[src/core/adc_seq_regs.vh]
// register offsets, field positions, reset values and timing counts of the sequencer
`ifndef ADC_SEQ_REGS_VH
`define ADC_SEQ_REGS_VH

// ----------------------------------------------------------------
// register word addresses
// ----------------------------------------------------------------
`define ADDR_CONTROL     4'h0
`define ADDR_STATUS      4'h1
`define ADDR_INT_STATUS  4'h2
`define ADDR_INT_MASK    4'h3
`define ADDR_RESULT_BASE 4'h8
`define ADDR_EXP_RESULT  4'h4

// ----------------------------------------------------------------
// control register fields
// ----------------------------------------------------------------
`define CTL_START        0
`define CTL_EXT_TRIG     1
`define CTL_RES10        2
`define CTL_SAMPLE_HOLD  3
`define CTL_CH_LO        4
`define CTL_CH_HI        6
`define CTL_CLK_LO       7
`define CTL_CLK_HI       8
`define CTL_ROUTE_LO     9
`define CTL_ROUTE_HI     10
`define CTL_EXP_SEL      11
`define CTL_WIDTH        12
`define CONTROL_RESET    12'h004

// ----------------------------------------------------------------
// routing and clock select encodings
// ----------------------------------------------------------------
`define ROUTE_CHANNEL    2'h0
`define ROUTE_EXPANSION  2'h1
`define ROUTE_AMPLIFIER  2'h2
`define CLK_DIV4         2'h0
`define CLK_DIV2         2'h1
`define CLK_DIV1         2'h2

// ----------------------------------------------------------------
// conversion lengths in converter clocks
// ----------------------------------------------------------------
`define CYC_SH_10        6'd33
`define CYC_SH_8         6'd28
`define CYC_NOSH_10      6'd59
`define CYC_NOSH_8       6'd49
`define CYC_SAMPLE       6'd3

// ----------------------------------------------------------------
// interrupt status bits
// ----------------------------------------------------------------
`define INT_DONE         0
`define INT_ABORT        1
`define INT_WIDTH        2

`endif

[src/core/adc_one_shot_sequencer.v]
// one-shot successive approximation sequencer with register port
// How it works
// software trigger: writing start flag one begins a conversion
// finished result is copied into the converted channel's result register
// software trigger: interrupt request set when the result is stored
// software trigger: start flag cleared (kept on the amplifier route) and converter halted after storing
// external trigger: falling trigger pin edge with start flag set begins conversion
// external trigger: store, request interrupt and stop on completion
// external trigger: each later falling edge starts a fresh conversion
// falling edge during a conversion restarts it from the first step
// expansion route converts expansion input 0 or 1 instead of channels
// expansion finish: store, interrupt, stop and, under software trigger, clear start together
// amplifier route: channel out via expansion 0, convert expansion 1
// amplifier route: result goes to selected channel register, interrupt set
// converter clock is source divided by four, two or one
// one of eight analog channels, zero through seven, is converted
// eight or ten bit resolution; eight bit keeps upper bits only
// sample and hold: 33 or 28 clocks, first 3 sample
// no sample and hold: 59 or 49 clocks
// trigger pin synchronised, falling edge gives one-cycle start event
// clearing start mid-conversion aborts with no result, setting the abort interrupt flag
//
// Implementation choices: the strobed register port and the register offsets.
`timescale 1ns/10ps
module adc_one_shot_sequencer #(
  parameter RES_BITS = 10                // full converter resolution
) (
  input  wire                clk,                 // source clock, 250 mhz
  input  wire                reset_n,             // async reset, active low
  input  wire [3:0]          addr,                // register word address
  input  wire [15:0]         wdata,               // write data
  input  wire                wr,                  // write strobe
  input  wire                rd,                  // read strobe
  output reg  [15:0]         rdata,               // read data, cycle after rd
  input  wire                ext_conv_trigger_n,  // external trigger pin
  input  wire                comp_out,            // analog comparator decision
  output reg  [RES_BITS-1:0] dac_code,            // trial code to the comparator
  output reg                 sample,              // sampling switch closed
  output reg  [2:0]          analog_channel_sel,  // channel mux select
  output reg                 expansion_input_sel, // expansion pin select
  output reg                 expansion_input_0_out, // channel driven onto pin 0
  output reg                 convert_expansion,   // comparator reads expansion pin
  output wire                irq                  // level interrupt
);

`include "adc_seq_regs.vh"

// ----------------------------------------------------------------
// state encodings
// ----------------------------------------------------------------
localparam IDLE    = 2'h0;
localparam SAMPLE  = 2'h1;
localparam CONVERT = 2'h2;
localparam FINISH  = 2'h3;

// ----------------------------------------------------------------
// storage
// ----------------------------------------------------------------
reg  [`CTL_WIDTH-1:0] control;
reg  [`INT_WIDTH-1:0] int_status;
reg  [`INT_WIDTH-1:0] int_mask;
reg  [RES_BITS-1:0]   result [0:7];
reg  [RES_BITS-1:0]   exp_result;
reg  [RES_BITS-1:0]   sar;
reg  [1:0]            state;
reg  [5:0]            cycle;
reg  [3:0]            bit_idx;
wire [1:0]            next_clk_sel;
wire                  tick;
wire                  trig_fall;
wire                  start_wr;
wire                  start_clr_wr;
wire                  begin_conv;
wire                  done;
wire                  abort;
wire                  busy;
wire [1:0]            route;
wire [2:0]            chan;
wire [5:0]            total;
wire [3:0]            low_bit;
integer               i;

assign route        = control[`CTL_ROUTE_HI:`CTL_ROUTE_LO];
assign chan         = control[`CTL_CH_HI:`CTL_CH_LO];
assign busy         = (state != IDLE);
assign start_wr     = wr && addr == `ADDR_CONTROL && wdata[`CTL_START];
assign start_clr_wr = wr && addr == `ADDR_CONTROL && !wdata[`CTL_START];

// conversion length by resolution and sample-and-hold
function [5:0] conv_len;
  input res10;
  input sh;
  begin
    if (sh)
      conv_len = res10 ? `CYC_SH_10 : `CYC_SH_8;
    else
      conv_len = res10 ? `CYC_NOSH_10 : `CYC_NOSH_8;
  end
endfunction

assign total   = conv_len(control[`CTL_RES10], control[`CTL_SAMPLE_HOLD]);
assign low_bit = control[`CTL_RES10] ? 4'h0 : 4'h2;

// ----------------------------------------------------------------
// start sources
// ----------------------------------------------------------------
// software start, or trigger edge while armed (also restarts a run)
assign begin_conv = control[`CTL_EXT_TRIG] ?
                    (trig_fall && control[`CTL_START]) :
                    (start_wr && !busy);
assign done  = (state == FINISH);
assign abort = busy && start_clr_wr && !begin_conv;

// the divider realigns on the start edge itself, so it must see a
// clock select written in that same cycle, not the stale one
assign next_clk_sel = (wr && addr == `ADDR_CONTROL) ? wdata[`CTL_CLK_HI:`CTL_CLK_LO]
                                                    : control[`CTL_CLK_HI:`CTL_CLK_LO];

adc_clock_divider u_div (
  .clk     (clk),
  .reset_n (reset_n),
  .clk_sel (next_clk_sel),
  .restart (begin_conv),
  .tick    (tick)
);

adc_trigger_sync u_trig (
  .clk                (clk),
  .reset_n            (reset_n),
  .ext_conv_trigger_n (ext_conv_trigger_n),
  .fall               (trig_fall)
);

// ----------------------------------------------------------------
// control register and start flag
// ----------------------------------------------------------------
always @(posedge clk or negedge reset_n) begin
  if (!reset_n) begin
    control <= `CONTROL_RESET;
  end else begin
    if (wr && addr == `ADDR_CONTROL)
      control <= wdata[`CTL_WIDTH-1:0];
    // start flag drops on completion unless external trigger or amplifier route keeps it
    if (done && !(wr && addr == `ADDR_CONTROL) &&
        !control[`CTL_EXT_TRIG] && route != `ROUTE_AMPLIFIER)
      control[`CTL_START] <= 1'b0;
  end
end

// ----------------------------------------------------------------
// conversion state machine
// ----------------------------------------------------------------
always @(posedge clk or negedge reset_n) begin
  if (!reset_n) begin
    state      <= IDLE;
    cycle      <= 6'h00;
    bit_idx    <= 4'h0;
    sar        <= {RES_BITS{1'b0}};
    dac_code   <= {RES_BITS{1'b0}};
  end else begin
    // dac_code moves with sar: a copy one clock behind would let the
    // comparator judge a stale trial at the undivided converter clock
    if (begin_conv) begin
      state      <= SAMPLE;
      cycle      <= 6'h00;
      bit_idx    <= RES_BITS[3:0] - 4'h1;
      sar        <= {RES_BITS{1'b0}};
      dac_code   <= {RES_BITS{1'b0}};
    end else if (abort) begin
      state <= IDLE;
    end else begin
      case (state)
        IDLE: begin
          state <= IDLE;
        end
        SAMPLE: begin
          if (tick) begin
            cycle <= cycle + 6'h01;
            if (cycle == `CYC_SAMPLE - 6'h01) begin
              state <= CONVERT;
              sar[bit_idx]      <= 1'b1;
              dac_code[bit_idx] <= 1'b1;
            end
          end
        end
        CONVERT: begin
          if (tick) begin
            cycle <= cycle + 6'h01;
            // one bit decided per step, remaining clocks pad to the length
            if (bit_idx >= low_bit && bit_idx != 4'hf) begin
              sar[bit_idx]      <= comp_out;
              dac_code[bit_idx] <= comp_out;
              if (bit_idx != low_bit) begin
                sar[bit_idx-4'h1]      <= 1'b1;
                dac_code[bit_idx-4'h1] <= 1'b1;
              end
              bit_idx <= bit_idx - 4'h1;
            end
            if (cycle == total - 6'h01)
              state <= FINISH;
          end
        end
        FINISH: begin
          state <= IDLE;
        end
        default: begin
          state <= IDLE;
        end
      endcase
    end
  end
end

// ----------------------------------------------------------------
// result storage
// ----------------------------------------------------------------
always @(posedge clk or negedge reset_n) begin
  if (!reset_n) begin
    for (i = 0; i < 8; i = i + 1)
      result[i] <= {RES_BITS{1'b0}};
    exp_result <= {RES_BITS{1'b0}};
  end else if (done) begin
    if (route == `ROUTE_EXPANSION)
      exp_result <= sar;
    else
      result[chan] <= sar;
  end
end

// ----------------------------------------------------------------
// analog routing
// ----------------------------------------------------------------
always @(posedge clk or negedge reset_n) begin
  if (!reset_n) begin
    analog_channel_sel    <= 3'h0;
    expansion_input_sel   <= 1'b0;
    expansion_input_0_out <= 1'b0;
    convert_expansion     <= 1'b0;
    sample                <= 1'b0;
  end else begin
    analog_channel_sel <= chan;
    case (route)
      `ROUTE_EXPANSION: begin
        expansion_input_sel   <= control[`CTL_EXP_SEL];
        expansion_input_0_out <= 1'b0;
        convert_expansion     <= 1'b1;
      end
      `ROUTE_AMPLIFIER: begin
        expansion_input_sel   <= 1'b1;
        expansion_input_0_out <= control[`CTL_START];
        convert_expansion     <= 1'b1;
      end
      default: begin
        expansion_input_sel   <= 1'b0;
        expansion_input_0_out <= 1'b0;
        convert_expansion     <= 1'b0;
      end
    endcase
    sample   <= (state == SAMPLE);
  end
end

// ----------------------------------------------------------------
// interrupt status, write one to clear, set wins
// ----------------------------------------------------------------
always @(posedge clk or negedge reset_n) begin
  if (!reset_n) begin
    int_status <= {`INT_WIDTH{1'b0}};
    int_mask   <= {`INT_WIDTH{1'b0}};
  end else begin
    if (wr && addr == `ADDR_INT_MASK)
      int_mask <= wdata[`INT_WIDTH-1:0];
    int_status <= (int_status &
                   ~((wr && addr == `ADDR_INT_STATUS) ? wdata[`INT_WIDTH-1:0]
                                                      : {`INT_WIDTH{1'b0}})) |
                  {abort, done};
  end
end

assign irq = |(int_status & int_mask);

// ----------------------------------------------------------------
// read port
// ----------------------------------------------------------------
always @(posedge clk or negedge reset_n) begin
  if (!reset_n) begin
    rdata <= 16'h0000;
  end else if (rd) begin
    if (addr[3])
      rdata <= {{(16-RES_BITS){1'b0}}, result[addr[2:0]]};
    else begin
      case (addr)
        `ADDR_CONTROL:    rdata <= {{(16-`CTL_WIDTH){1'b0}}, control};
        `ADDR_STATUS:     rdata <= {12'h000, bit_idx[1:0], state};
        `ADDR_INT_STATUS: rdata <= {14'h0000, int_status};
        `ADDR_INT_MASK:   rdata <= {14'h0000, int_mask};
        `ADDR_EXP_RESULT: rdata <= {{(16-RES_BITS){1'b0}}, exp_result};
        default:          rdata <= 16'h0000;
      endcase
    end
  end else begin
    rdata <= 16'h0000;
  end
end

endmodule

[src/core/adc_clock_divider.v]
// converter clock enable generator: divide by four, two or one
`timescale 1ns/10ps
module adc_clock_divider (
  input  wire       clk,      // source clock
  input  wire       reset_n,  // async reset, active low
  input  wire [1:0] clk_sel,  // divider select
  input  wire       restart,  // realign phase at conversion start
  output reg        tick      // one pulse per converter clock
);

`include "adc_seq_regs.vh"

reg [1:0] count;

// ----------------------------------------------------------------
// phase counter
// ----------------------------------------------------------------
always @(posedge clk or negedge reset_n) begin
  if (!reset_n) begin
    count <= 2'h0;
    tick  <= 1'b0;
  end else if (restart) begin
    // phase one ahead so the first tick lands one converter clock after start
    count <= 2'h1;
    tick  <= (clk_sel == `CLK_DIV1);
  end else begin
    count <= count + 2'h1;
    case (clk_sel)
      `CLK_DIV4: tick <= (count == 2'h3);
      `CLK_DIV2: tick <= count[0];
      `CLK_DIV1: tick <= 1'b1;
      default:   tick <= (count == 2'h3);
    endcase
  end
end

endmodule

[src/core/adc_trigger_sync.v]
// external trigger synchroniser and falling edge detector
`timescale 1ns/10ps
module adc_trigger_sync (
  input  wire clk,                 // source clock
  input  wire reset_n,             // async reset, active low
  input  wire ext_conv_trigger_n,  // trigger pin, asynchronous
  output reg  fall                 // one-cycle pulse on high-to-low
);

reg meta;
reg s2;
reg s3;
reg level;

// ----------------------------------------------------------------
// three stages, change accepted when stages two and three agree
// ----------------------------------------------------------------
always @(posedge clk or negedge reset_n) begin
  if (!reset_n) begin
    meta  <= 1'b1;
    s2    <= 1'b1;
    s3    <= 1'b1;
    level <= 1'b1;
    fall  <= 1'b0;
  end else begin
    meta <= ext_conv_trigger_n;
    s2   <= meta;
    s3   <= s2;
    fall <= 1'b0;
    if (s2 == s3 && s3 != level) begin
      level <= s3;
      fall  <= level & ~s3;
    end
  end
end

endmodule

[config.mk]
export PLATFORM = sky130hd
export DESIGN_NAME = adc_one_shot_sequencer
export DESIGN_NICKNAME = d
export VERILOG_FILES = /design/src/core/adc_one_shot_sequencer.v /design/src/core/adc_clock_divider.v /design/src/core/adc_trigger_sync.v
export VERILOG_INCLUDE_DIRS = /design/src /design/src/core
export SDC_FILE = /design/constraint.sdc
export NUM_CORES = 1
export LEC_CHECK = 0
export CAP_MARGIN = 20
export CORE_UTILIZATION = 50
export CTS_CLUSTER_SIZE = 28
export DETAILED_ROUTE_END_ITERATION = 8
export DONT_BUFFER_PORTS = 1
export GPL_TIMING_DRIVEN = 0
export PLACE_DENSITY = 0.66
export REMOVE_ABC_BUFFERS = 1
export SYNTH_ARGS = -nofsm -noshare
export SYNTH_HDL_FRONTEND = slang
export SYNTH_SLANG_ARGS = --single-unit
[constraint.sdc]
create_clock -name clk -period 3.8 [get_ports clk]
set_clock_uncertainty 0.15 [all_clocks]
set_input_delay 0.76 -clock clk [delete_from_list [all_inputs] [get_ports clk]]
set_output_delay 0.76 -clock clk [all_outputs]
set_load 0.03 [all_outputs]
==> impl_metrics.tcl, run 1 <==
set metrics [dict create \
    status "finished, violations left" \
    violations "negative hold slack" \
    ir_worst_vdd_v 0.0003488 \
    synth_edf_count 0 \
    tns_ps 0 \
    slowest_stage "a21oi_1" \
    drc 0 \
    crit_type "reg2reg" \
    max_freq_mhz 311.8 \
    finalSetupViolations 0 \
    numCtsBuffers 17 \
    syn_avg_cell_area_um2 11.30 \
    critPathBufInv 1 \
    required_ps 3910 \
    dr.pass1.iters 5 \
    overflow 0 \
    ios 60 \
    arrival_ps 3310 \
    yosysWarnings 0 \
    ys_types 61 \
    h-tree-depth 4 \
    clock_latency_ps 430 \
    p_leak_nw 3.930 \
    clockBufferDepth 2 \
    p_sw_share_pct 36.57 \
    grt_antenna_before_repair 0 \
    ant_nets 0 \
    die_y_um 129.3 \
    relSlewSlack_pct 26.84 \
    cts_tree "yes" \
    fin_cells 924 \
    drv_slew 0 \
    maxCapViolations 0 \
    gp_congestion 0.8431 \
    seq_area_frac_synth_pct 51.06 \
    path_cells "inv_1 -> ha_1 -> or4_1 -> nor2_1 -> a41oi_1 -> a21oi_1 -> a221oi_1" \
    whs_ps -125.7 \
    dp_hpwl_um 12890 \
    drt_wl_total_um 19370 \
    mostFrequentLayoutCells "160 x dfrtp_1, 92 x nand2_1, 73 x mux2_2" \
    fin_crit_sh_pct 84.40 \
    power_frac_seq_pct 46.1 \
    combPwrFrac_pct 26.7 \
    max_stage_delay_ps 900 \
    power.share.clock_pct 27.2 \
    start_kind "flop" \
    pre_cts_ws_ps 453.8 \
    place_inst 893 \
    ff2ff_setup_slack_ps 590 \
    drive_gt1_share_pct 20.20 \
    num_antenna_cells 0 \
    cp-end-kind "flop" \
    async_reset_ff_share_pct 100.0 \
    path_max_fanout 12 \
    row_count 46 \
    crit_family "compound AO/OA/AOI/OAI gates" \
    synthCells 717 \
    final_common_cell "dfrtp_1" \
    ys.flop_type "dfrtp_1" \
    ctsResizeCount 0 \
    fin_ws_ps 592.9 \
    postCtsSetupBuffers 0 \
    num_vias 5584 \
    track_usage_pct 25.05 \
    viasPerCell 6.043 \
    p_int_w 0.003578 \
    area_growth_pct 8.219 \
    cts_root_buffer "clkbuf_16" \
    total_power_w 0.005641 \
    dr.first_iter.drc_count 497 \
    path_clk_slew_ps 60 \
    netlist_area_um2 8099 \
    grt_pass1_wl_um 31250 \
    hold_viol 160 \
    start_util_pct 51.17 \
    rsz0062_at_grt "no" \
    p_switching_w 0.002063 \
    hp-class "in2async" \
    yosys_register_bits 165 \
    cts.sinks 165 \
    post_drt_wl_per_cell_um 20.96 \
    coreArea_um2 15830 \
    die_w_um 129.3 \
    port_buffers 0 \
    nNetsFinal 745 \
    die_area_um2 16710 \
    grt_max_degree 166 \
    grt_pass1_vias 5819 \
    tightest_slew_ps 1091 \
    power.density_nw_per_um2 643.7 \
    period_needed_ps 3207 \
]
[power by group through the flow]
| stage | logic [W] | registers [W] | clock network, W |
|---|---|---|---|
| 2_1_floorplan | 0.00114 | 0.00247 | 0 |
| 3_5_place_dp | 0.00148 | 0.00262 | 0 |
| 4_1_cts | 0.00150 | 0.00259 | 0.00155 |
| 3_3_place_gp | 0.00143 | 0.00259 | 0 |
| 6_report | 0.00151 | 0.00260 | 0.00154 |
| 5_1_grt | 0.00168 | 0.00265 | 0.00163 |
[cell families after synthesis]
kind of cell | Yosys count | synth area share (%)
flops | 165 | 51.06
other cells | 1 | 0.04630
fa+ha+maj | 22 | 3.399
compound gates | 147 | 12.10
simple gates | 188 | 11.23
xor+xnor | 11 | 1.190
mux | 102 | 16.82
buf+inv | 81 | 4.156
[sequential cells by signal, indices dropped and copies added (netlist names)]
name	flops
state	2
dac_code	10
cycle	6
control	12
exp_result	10
bit_idx	4
u_div.tick	1
u_trig.level	1
expansion_input_sel	1
analog_channel_sel	3
u_trig.s3	1
u_div.count	2
expansion_input_0_out	1
result	80
u_trig.s2	1
u_trig.meta	1
int_mask	2
int_status	2
sar	10
sample	1
convert_expansion	1
rdata	12
u_trig.fall	1
[cell type report]
type                    instances  area (µm²)
clock buffers                  22       464.2
clock inverters                 8       55.05
fillers                      1295        7063
inverters                      35       131.4
multi-input cells             474        3664
flip-flops and latches        165        4135
well taps                     216       270.3
repair buffers                  4       45.04
[worst paths after layout]
kind,start,endpoint,depth (start not counted)
hold / removal,reset_n,u_trig.fall$_DFF_PN0_,0
setup reg to reg,state[1]$_DFFE_PN0P_,dac_code[6]$_DFFE_PN0P_,7
setup / recovery,state[1]$_DFFE_PN0P_,dac_code[6]$_DFFE_PN0P_,7
hold reg to reg,u_trig.meta$_DFF_PN1_,u_trig.s2$_DFF_PN1_,0
min in group clk,ext_conv_trigger_n,u_trig.meta$_DFF_PN1_,0
max in group asynchronous,reset_n,control[2]$_DFFE_PN1P_,0
[layer usage]
layer  routed length, µm  global-route usage, %  up-vias
met5                   0                      0        -
met4                 334                  8.235        0
met3                1129                  5.945       24
met2                9398                  41.11      174
met1                8509                  32.76     2856
li1                    -                      -     2530
[synthesized netlist by cell type (6+ instances only)]
master    count  area [µm²]
ha_1         22       275.3
nor3_1        8       40.04
nor2b_1      13       81.33
a21oi_1      18       90.09
mux2_2       73       822.0
a221oi_1     14       122.6
nor2_1       26       97.59
mux4_2       20       450.4
inv_1        35       131.4
a22oi_1       8       60.06
nand2_1      92       345.3
xor2_1        7       61.31
o21ai_0      54       270.3
dfrtp_1     160        4004
buf_2         8       40.04
clkbuf_1     27       101.4
a211oi_1     16       120.1
mux2i_1       9       90.09
buf_1         6       22.52
[through the flow]
stage | util, % | area (µm²) | hold WS (ps)
6_report | 55.38 | 8765 | -125.7
5_1_grt | 55.38 | 8765 | -140.0
2_1_floorplan | - | 7905 | 195.2
4_1_cts | 55.30 | 8753 | -138.5
3_5_place_dp | 52.02 | 8234 | 206.2
3_3_place_gp | 51.65 | 8175 | 196.5
Power figures use the tool's default switching activity.
==> run 2: changes to the inputs <==
==> constraint.sdc (replaced) <==
create_clock -name clk -period 3.2 [get_ports clk]
set_clock_uncertainty 0.15 [all_clocks]
set_input_delay 0.64 -clock clk [delete_from_list [all_inputs] [get_ports clk]]
set_output_delay 0.64 -clock clk [all_outputs]
set_load 0.03 [all_outputs]
==> run 2 against run 1 <==
Against the previous run: the flow still finishes with violations (negative hold slack); sequential cell count stayed put; maximum frequency is 4.2% higher; setup slack worse by 470 ps; clock power is 19% higher; total power is 19% higher; wire length hardly changed; design area hardly changed; largest power group unchanged; die area stayed put; sequential share of layout area hardly changed; cell count stayed put; critical endpoint is now dac_code[2]$_DFFE_PN0P_; combinational power is 19% higher.
==> impl_metrics.tcl, run 2 (synthesis results as in run 1) <==
set metrics [dict create \
    status "finished, violations left" \
    violations "negative hold slack" \
    cp-end-kind "flop" \
    p_sw_share_pct 36.61 \
    p_int_w 0.004252 \
    max_freq_mhz 324.9 \
    period_needed_ps 3078 \
    arrival_ps 3230 \
    tightest_slew_ps 1073 \
    h-tree-depth 4 \
    path_cells "inv_1 -> ha_1 -> inv_1 -> a21oi_1 -> o31ai_1 -> o31ai_1 -> a211oi_1" \
    hp-class "in2async" \
    biggestRegsByFlops "result: 80 flops, control: 12 flops, rdata: 12 flops" \
    grt_pass1_vias 5819 \
    critPathBufInv 2 \
    path_max_fanout 10 \
    dr.pass1.iters 6 \
    mostFrequentLayoutCells "160 x dfrtp_1, 92 x nand2_1, 73 x mux2_2" \
    dp_hpwl_um 12890 \
    row_count 46 \
    slowest_stage "a21oi_1" \
    ff2ff_setup_slack_ps 120 \
    cts_root_buffer "clkbuf_16" \
    crit_type "reg2reg" \
    grt_max_degree 166 \
    drt_wl_total_um 19370 \
    power.share.clock_pct 27.2 \
    fin_cells 924 \
    final_common_cell "dfrtp_1" \
    ir_worst_vdd_v 0.0004138 \
    crit_family "compound AO/OA/AOI/OAI gates" \
    relSlewSlack_pct 28.10 \
    gp_congestion 0.8431 \
    ios 60 \
    clock_latency_ps 430 \
    power_frac_seq_pct 46.0 \
    largest_reg_flops 80 \
    start_kind "flop" \
    whs_ps -246.2 \
    fin_crit_sh_pct 96.18 \
    nNetsFinal 745 \
    drv_slew 0 \
    die_w_um 129.3 \
    maxCapViolations 0 \
    viasPerCell 6.049 \
    drive_gt1_share_pct 20.34 \
    p_leak_nw 3.931 \
    start_util_pct 51.17 \
    p_switching_w 0.002456 \
    cts_tree "yes" \
    final_cell_area_um2 8768 \
    clockBufferDepth 2 \
    regMostFlops "result" \
    cts.sinks 165 \
    numCtsBuffers 17 \
    place_inst 893 \
    overflow 0 \
    power.density_nw_per_um2 765.0 \
    num_antenna_cells 0 \
    grt_antenna_before_repair 0 \
    dr.first_iter.drc_count 453 \
    grt_pass1_wl_um 31250 \
    ant_nets 0 \
    port_buffers 0 \
    coreArea_um2 15830 \
    finalSetupViolations 0 \
    rsz0062_at_grt "no" \
    required_ps 3350 \
    postCtsSetupBuffers 0 \
    combPwrFrac_pct 26.8 \
    num_vias 5589 \
    track_usage_pct 25.05 \
    max_stage_delay_ps 660 \
    area_growth_pct 8.265 \
    hold_viol 164 \
    die_y_um 129.3 \
    drc 0 \
    path_clk_slew_ps 60 \
    post_drt_wl_per_cell_um 20.96 \
    die_area_um2 16710 \
    postPlaceCellArea_um2 8234 \
]
run 2: cell counts in the layout (fill, tap and decap cells not counted):
No cell type changed its count.
run 2: cell type report:
class                      instances  area (µm²)
clock buffer                      22       464.2
clock inverter                     8       55.05
fill                            1295        7059
inverter                          35       131.4
multi-input combinational        474        3667
sequential                       165        4135
tap                              216       270.3
timing repair buffer               4       45.04
run 2: repair_timing:
action	4_1_cts	5_1_grt
setup endpoints to repair	0	12
endpoints found under the hold margin	165	165
resized for setup	0	1
run 2: worst paths after layout:
kind | startpoint | cells after the start | end
max in group asynchronous | reset_n | 0 | exp_result[9]$_DFFE_PN0P_
worst max-delay path | state[0]$_DFFE_PN0P_ | 7 | dac_code[2]$_DFFE_PN0P_
worst max register to register | state[0]$_DFFE_PN0P_ | 7 | dac_code[2]$_DFFE_PN0P_
worst min-delay path | reset_n | 0 | u_trig.fall$_DFF_PN0_
min in group clk | ext_conv_trigger_n | 0 | u_trig.meta$_DFF_PN1_
worst min register to register | u_trig.meta$_DFF_PN1_ | 0 | u_trig.s2$_DFF_PN1_
run 2: per-layer routing:
layer	global-route usage, %	wire [µm]
met1	32.76	8402
met2	41.11	9404
met3	5.945	1262
met4	8.235	295
met5	0	0
run 2: power by group through the flow:
stage               Sequential (W)  Clock, W  Combinational (W)
finish                     0.00308   0.00183            0.00180
global route               0.00314   0.00194            0.00200
CTS                        0.00308   0.00184            0.00178
detailed placement         0.00311         0            0.00176
global placement           0.00308         0            0.00170
floorplan                  0.00294         0            0.00136
run 2: metrics by stage:
stage	total power, W	utilization (%)	worst slack, ps	TNS, ps
after floorplan	0.004294	-	410.7	0
after global placement	0.004778	51.65	-342.6	-611.8
after detailed placement	0.004870	52.02	-26.23	-26.23
after CTS	0.006699	55.30	41.14	0
after global routing	0.007085	55.40	37.11	0
final	0.006708	55.40	122.3	0
==> run 3: changes to the inputs <==
--- a/config.mk
+++ b/config.mk
@@ -11,7 +11,6 @@
 export CTS_CLUSTER_SIZE = 28
 export DETAILED_ROUTE_END_ITERATION = 8
 export DONT_BUFFER_PORTS = 1
-export GPL_TIMING_DRIVEN = 0
 export PLACE_DENSITY = 0.66
 export REMOVE_ABC_BUFFERS = 1
 export SYNTH_ARGS = -nofsm -noshare
==> run 3 against run 2 <==
Against the previous run: the flow still finishes with violations (negative hold slack); die area is the same; critical path depth stayed put; hold slack improved by 6.6 ps; via count is 0.11% higher; critical path type unchanged; sequential power about the same; design area grew 1.6%; setup slack better by 180 ps; largest power group unchanged; cell count up 1.3%.
==> impl_metrics.tcl, run 3 (synthesis results as in run 1) <==
set metrics [dict create \
    hold_viol 164 \
    p_switching_w 0.002480 \
    required_ps 3310 \
    nFillCells 1311 \
    path_cells "inv_1 -> ha_1 -> or4_1 -> nor2_1 -> a41oi_1 -> a21oi_1 -> a221oi_1" \
    mostFrequentLayoutCells "160 x dfrtp_1, 92 x nand2_1, 73 x mux2_2" \
    biggestRegsByFlops "result: 80 flops, control: 12 flops, rdata: 12 flops" \
    pre_cts_ws_ps 312.9 \
    drive_gt1_share_pct 21.25 \
    max_stage_delay_ps 780 \
    ant_nets 0 \
    tns_ps 0 \
    die_y_um 129.3 \
    place_inst 904 \
    crit_start "state[0]$_DFFE_PN0P_" \
    drt_wl_total_um 19420 \
    port_buffers 0 \
    fin_ws_ps 298.8 \
    slowest_stage "a21oi_1" \
    drc 0 \
    largest_reg_flops 80 \
    clockBufferDepth 2 \
    p_int_w 0.004617 \
    dr.pass1.iters 5 \
    grt_antenna_before_repair 0 \
    ios 60 \
    power.density_nw_per_um2 796.3 \
    drv_slew 0 \
    clock_latency_ps 420 \
    crit_family "compound AO/OA/AOI/OAI gates" \
    viasPerCell 5.978 \
    rsz0062_at_grt "no" \
    coreArea_um2 15830 \
    grt_pass1_wl_um 31320 \
    nNetsFinal 755 \
    row_count 46 \
    grt_max_degree 166 \
    postCtsSetupBuffers 0 \
    die_w_um 129.3 \
    r2r_start "state[0]$_DFFE_PN0P_" \
    fin_cells 936 \
    maxCapViolations 0 \
    final_common_cell "dfrtp_1" \
    seqCellArea_um2 4135 \
    die_area_um2 16710 \
    cts_tree "yes" \
    hp-class "in2async" \
    path_clk_slew_ps 60 \
    multiInputGateArea_um2 3638 \
    tightest_slew_ps 926.4 \
    finish.utilization_pct 56.31 \
    cts_root_buffer "clkbuf_16" \
    area_growth_pct 10.04 \
    combPwrFrac_pct 25.7 \
    power.share.clock_pct 30.9 \
    gp_congestion 0.8561 \
    relSlewSlack_pct 38.24 \
    finalSetupViolations 0 \
    p_sw_share_pct 34.95 \
    cp-end-kind "flop" \
    arrival_ps 3010 \
    cts.sinks 165 \
    post_drt_wl_per_cell_um 20.75 \
    critPathBufInv 1 \
    track_usage_pct 25.16 \
    dr.first_iter.drc_count 400 \
    numCtsBuffers 17 \
    num_antenna_cells 0 \
    start_util_pct 51.17 \
    dp_hpwl_um 13010 \
    path_max_fanout 12 \
    status "finished, violations left" \
    total_power_w 0.007097 \
    grt_pass1_vias 5696 \
    ctsResizeCount 0 \
    max_freq_mhz 344.7 \
    crit_type "reg2reg" \
    p_leak_nw 4.029 \
    regMostFlops "result" \
    fin_crit_sh_pct 90.66 \
    start_kind "flop" \
    ir_worst_vdd_v 0.0004519 \
    whs_ps -239.6 \
    overflow 0 \
    num_vias 5595 \
    power_frac_seq_pct 43.4 \
    period_needed_ps 2901 \
    violations "negative hold slack" \
    h-tree-depth 4 \
]
-- run 3: cell type report --
type,count,share of cell area [%]
Clock inverter,11,1.923
Sequential cell,165,46.40
Multi-Input combinational cell,474,40.83
Inverter,35,1.474
Timing Repair Buffer,14,1.179
Clock buffer,21,5.166
Tap cell,216,3.032
-- run 3: power by group through the flow --
stage                     logic (W)  registers, W  clock network, W
after floorplan             0.00136       0.00294                 0
after global placement      0.00175       0.00308                 0
after detailed placement    0.00180       0.00311                 0
after CTS                   0.00181       0.00307           0.00222
after global routing        0.00203       0.00315           0.00232
final                       0.00182       0.00308           0.00219
-- run 3: stage by stage --
stage,hold WS [ps],instance area [µm²]
3_5_place_dp,199.3,8280
4_1_cts,-253.0,8912
2_1_floorplan,194.4,7905
5_1_grt,-262.0,8912
6_report,-239.6,8912
3_3_place_gp,195.6,8280
-- run 3: final timing paths --
check	endpoint	slack [ps]	cells past startpoint
setup / recovery	dac_code[5]$_DFFE_PN0P_	300	7
hold / removal	u_trig.fall$_DFF_PN0_	-240	0
setup reg to reg	dac_code[5]$_DFFE_PN0P_	300	7
hold reg to reg	u_trig.s2$_DFF_PN1_	210	0
max in group asynchronous	control[2]$_DFFE_PN1P_	2860	0
min in group clk	u_trig.meta$_DFF_PN1_	60	0
-- run 3: worst register-to-register path, delay by kind of cell (launching register included) --
| kind | cells | cell delay, ps |
|---|---|---|
| compound gates | 3 | 1140 |
| fa+ha+maj | 1 | 240 |
| buf+inv | 1 | 100 |
| flops | 1 | 410 |
| simple gates | 2 | 690 |
-- run 3: per-layer routing --
| metal | global-route usage (%) | wire, µm | share of wire [%] | vias to the layer above |
|---|---|---|---|---|
| met2 | 39.50 | 9231 | 48 | 177 |
| met1 | 33.82 | 8582 | 44 | 2851 |
| met5 | 0 | 0 | 0 | - |
| met4 | 8.581 | 355 | 1.8 | 0 |
| met3 | 6.771 | 1253 | 6.5 | 26 |
| li1 | - | - | - | 2541 |
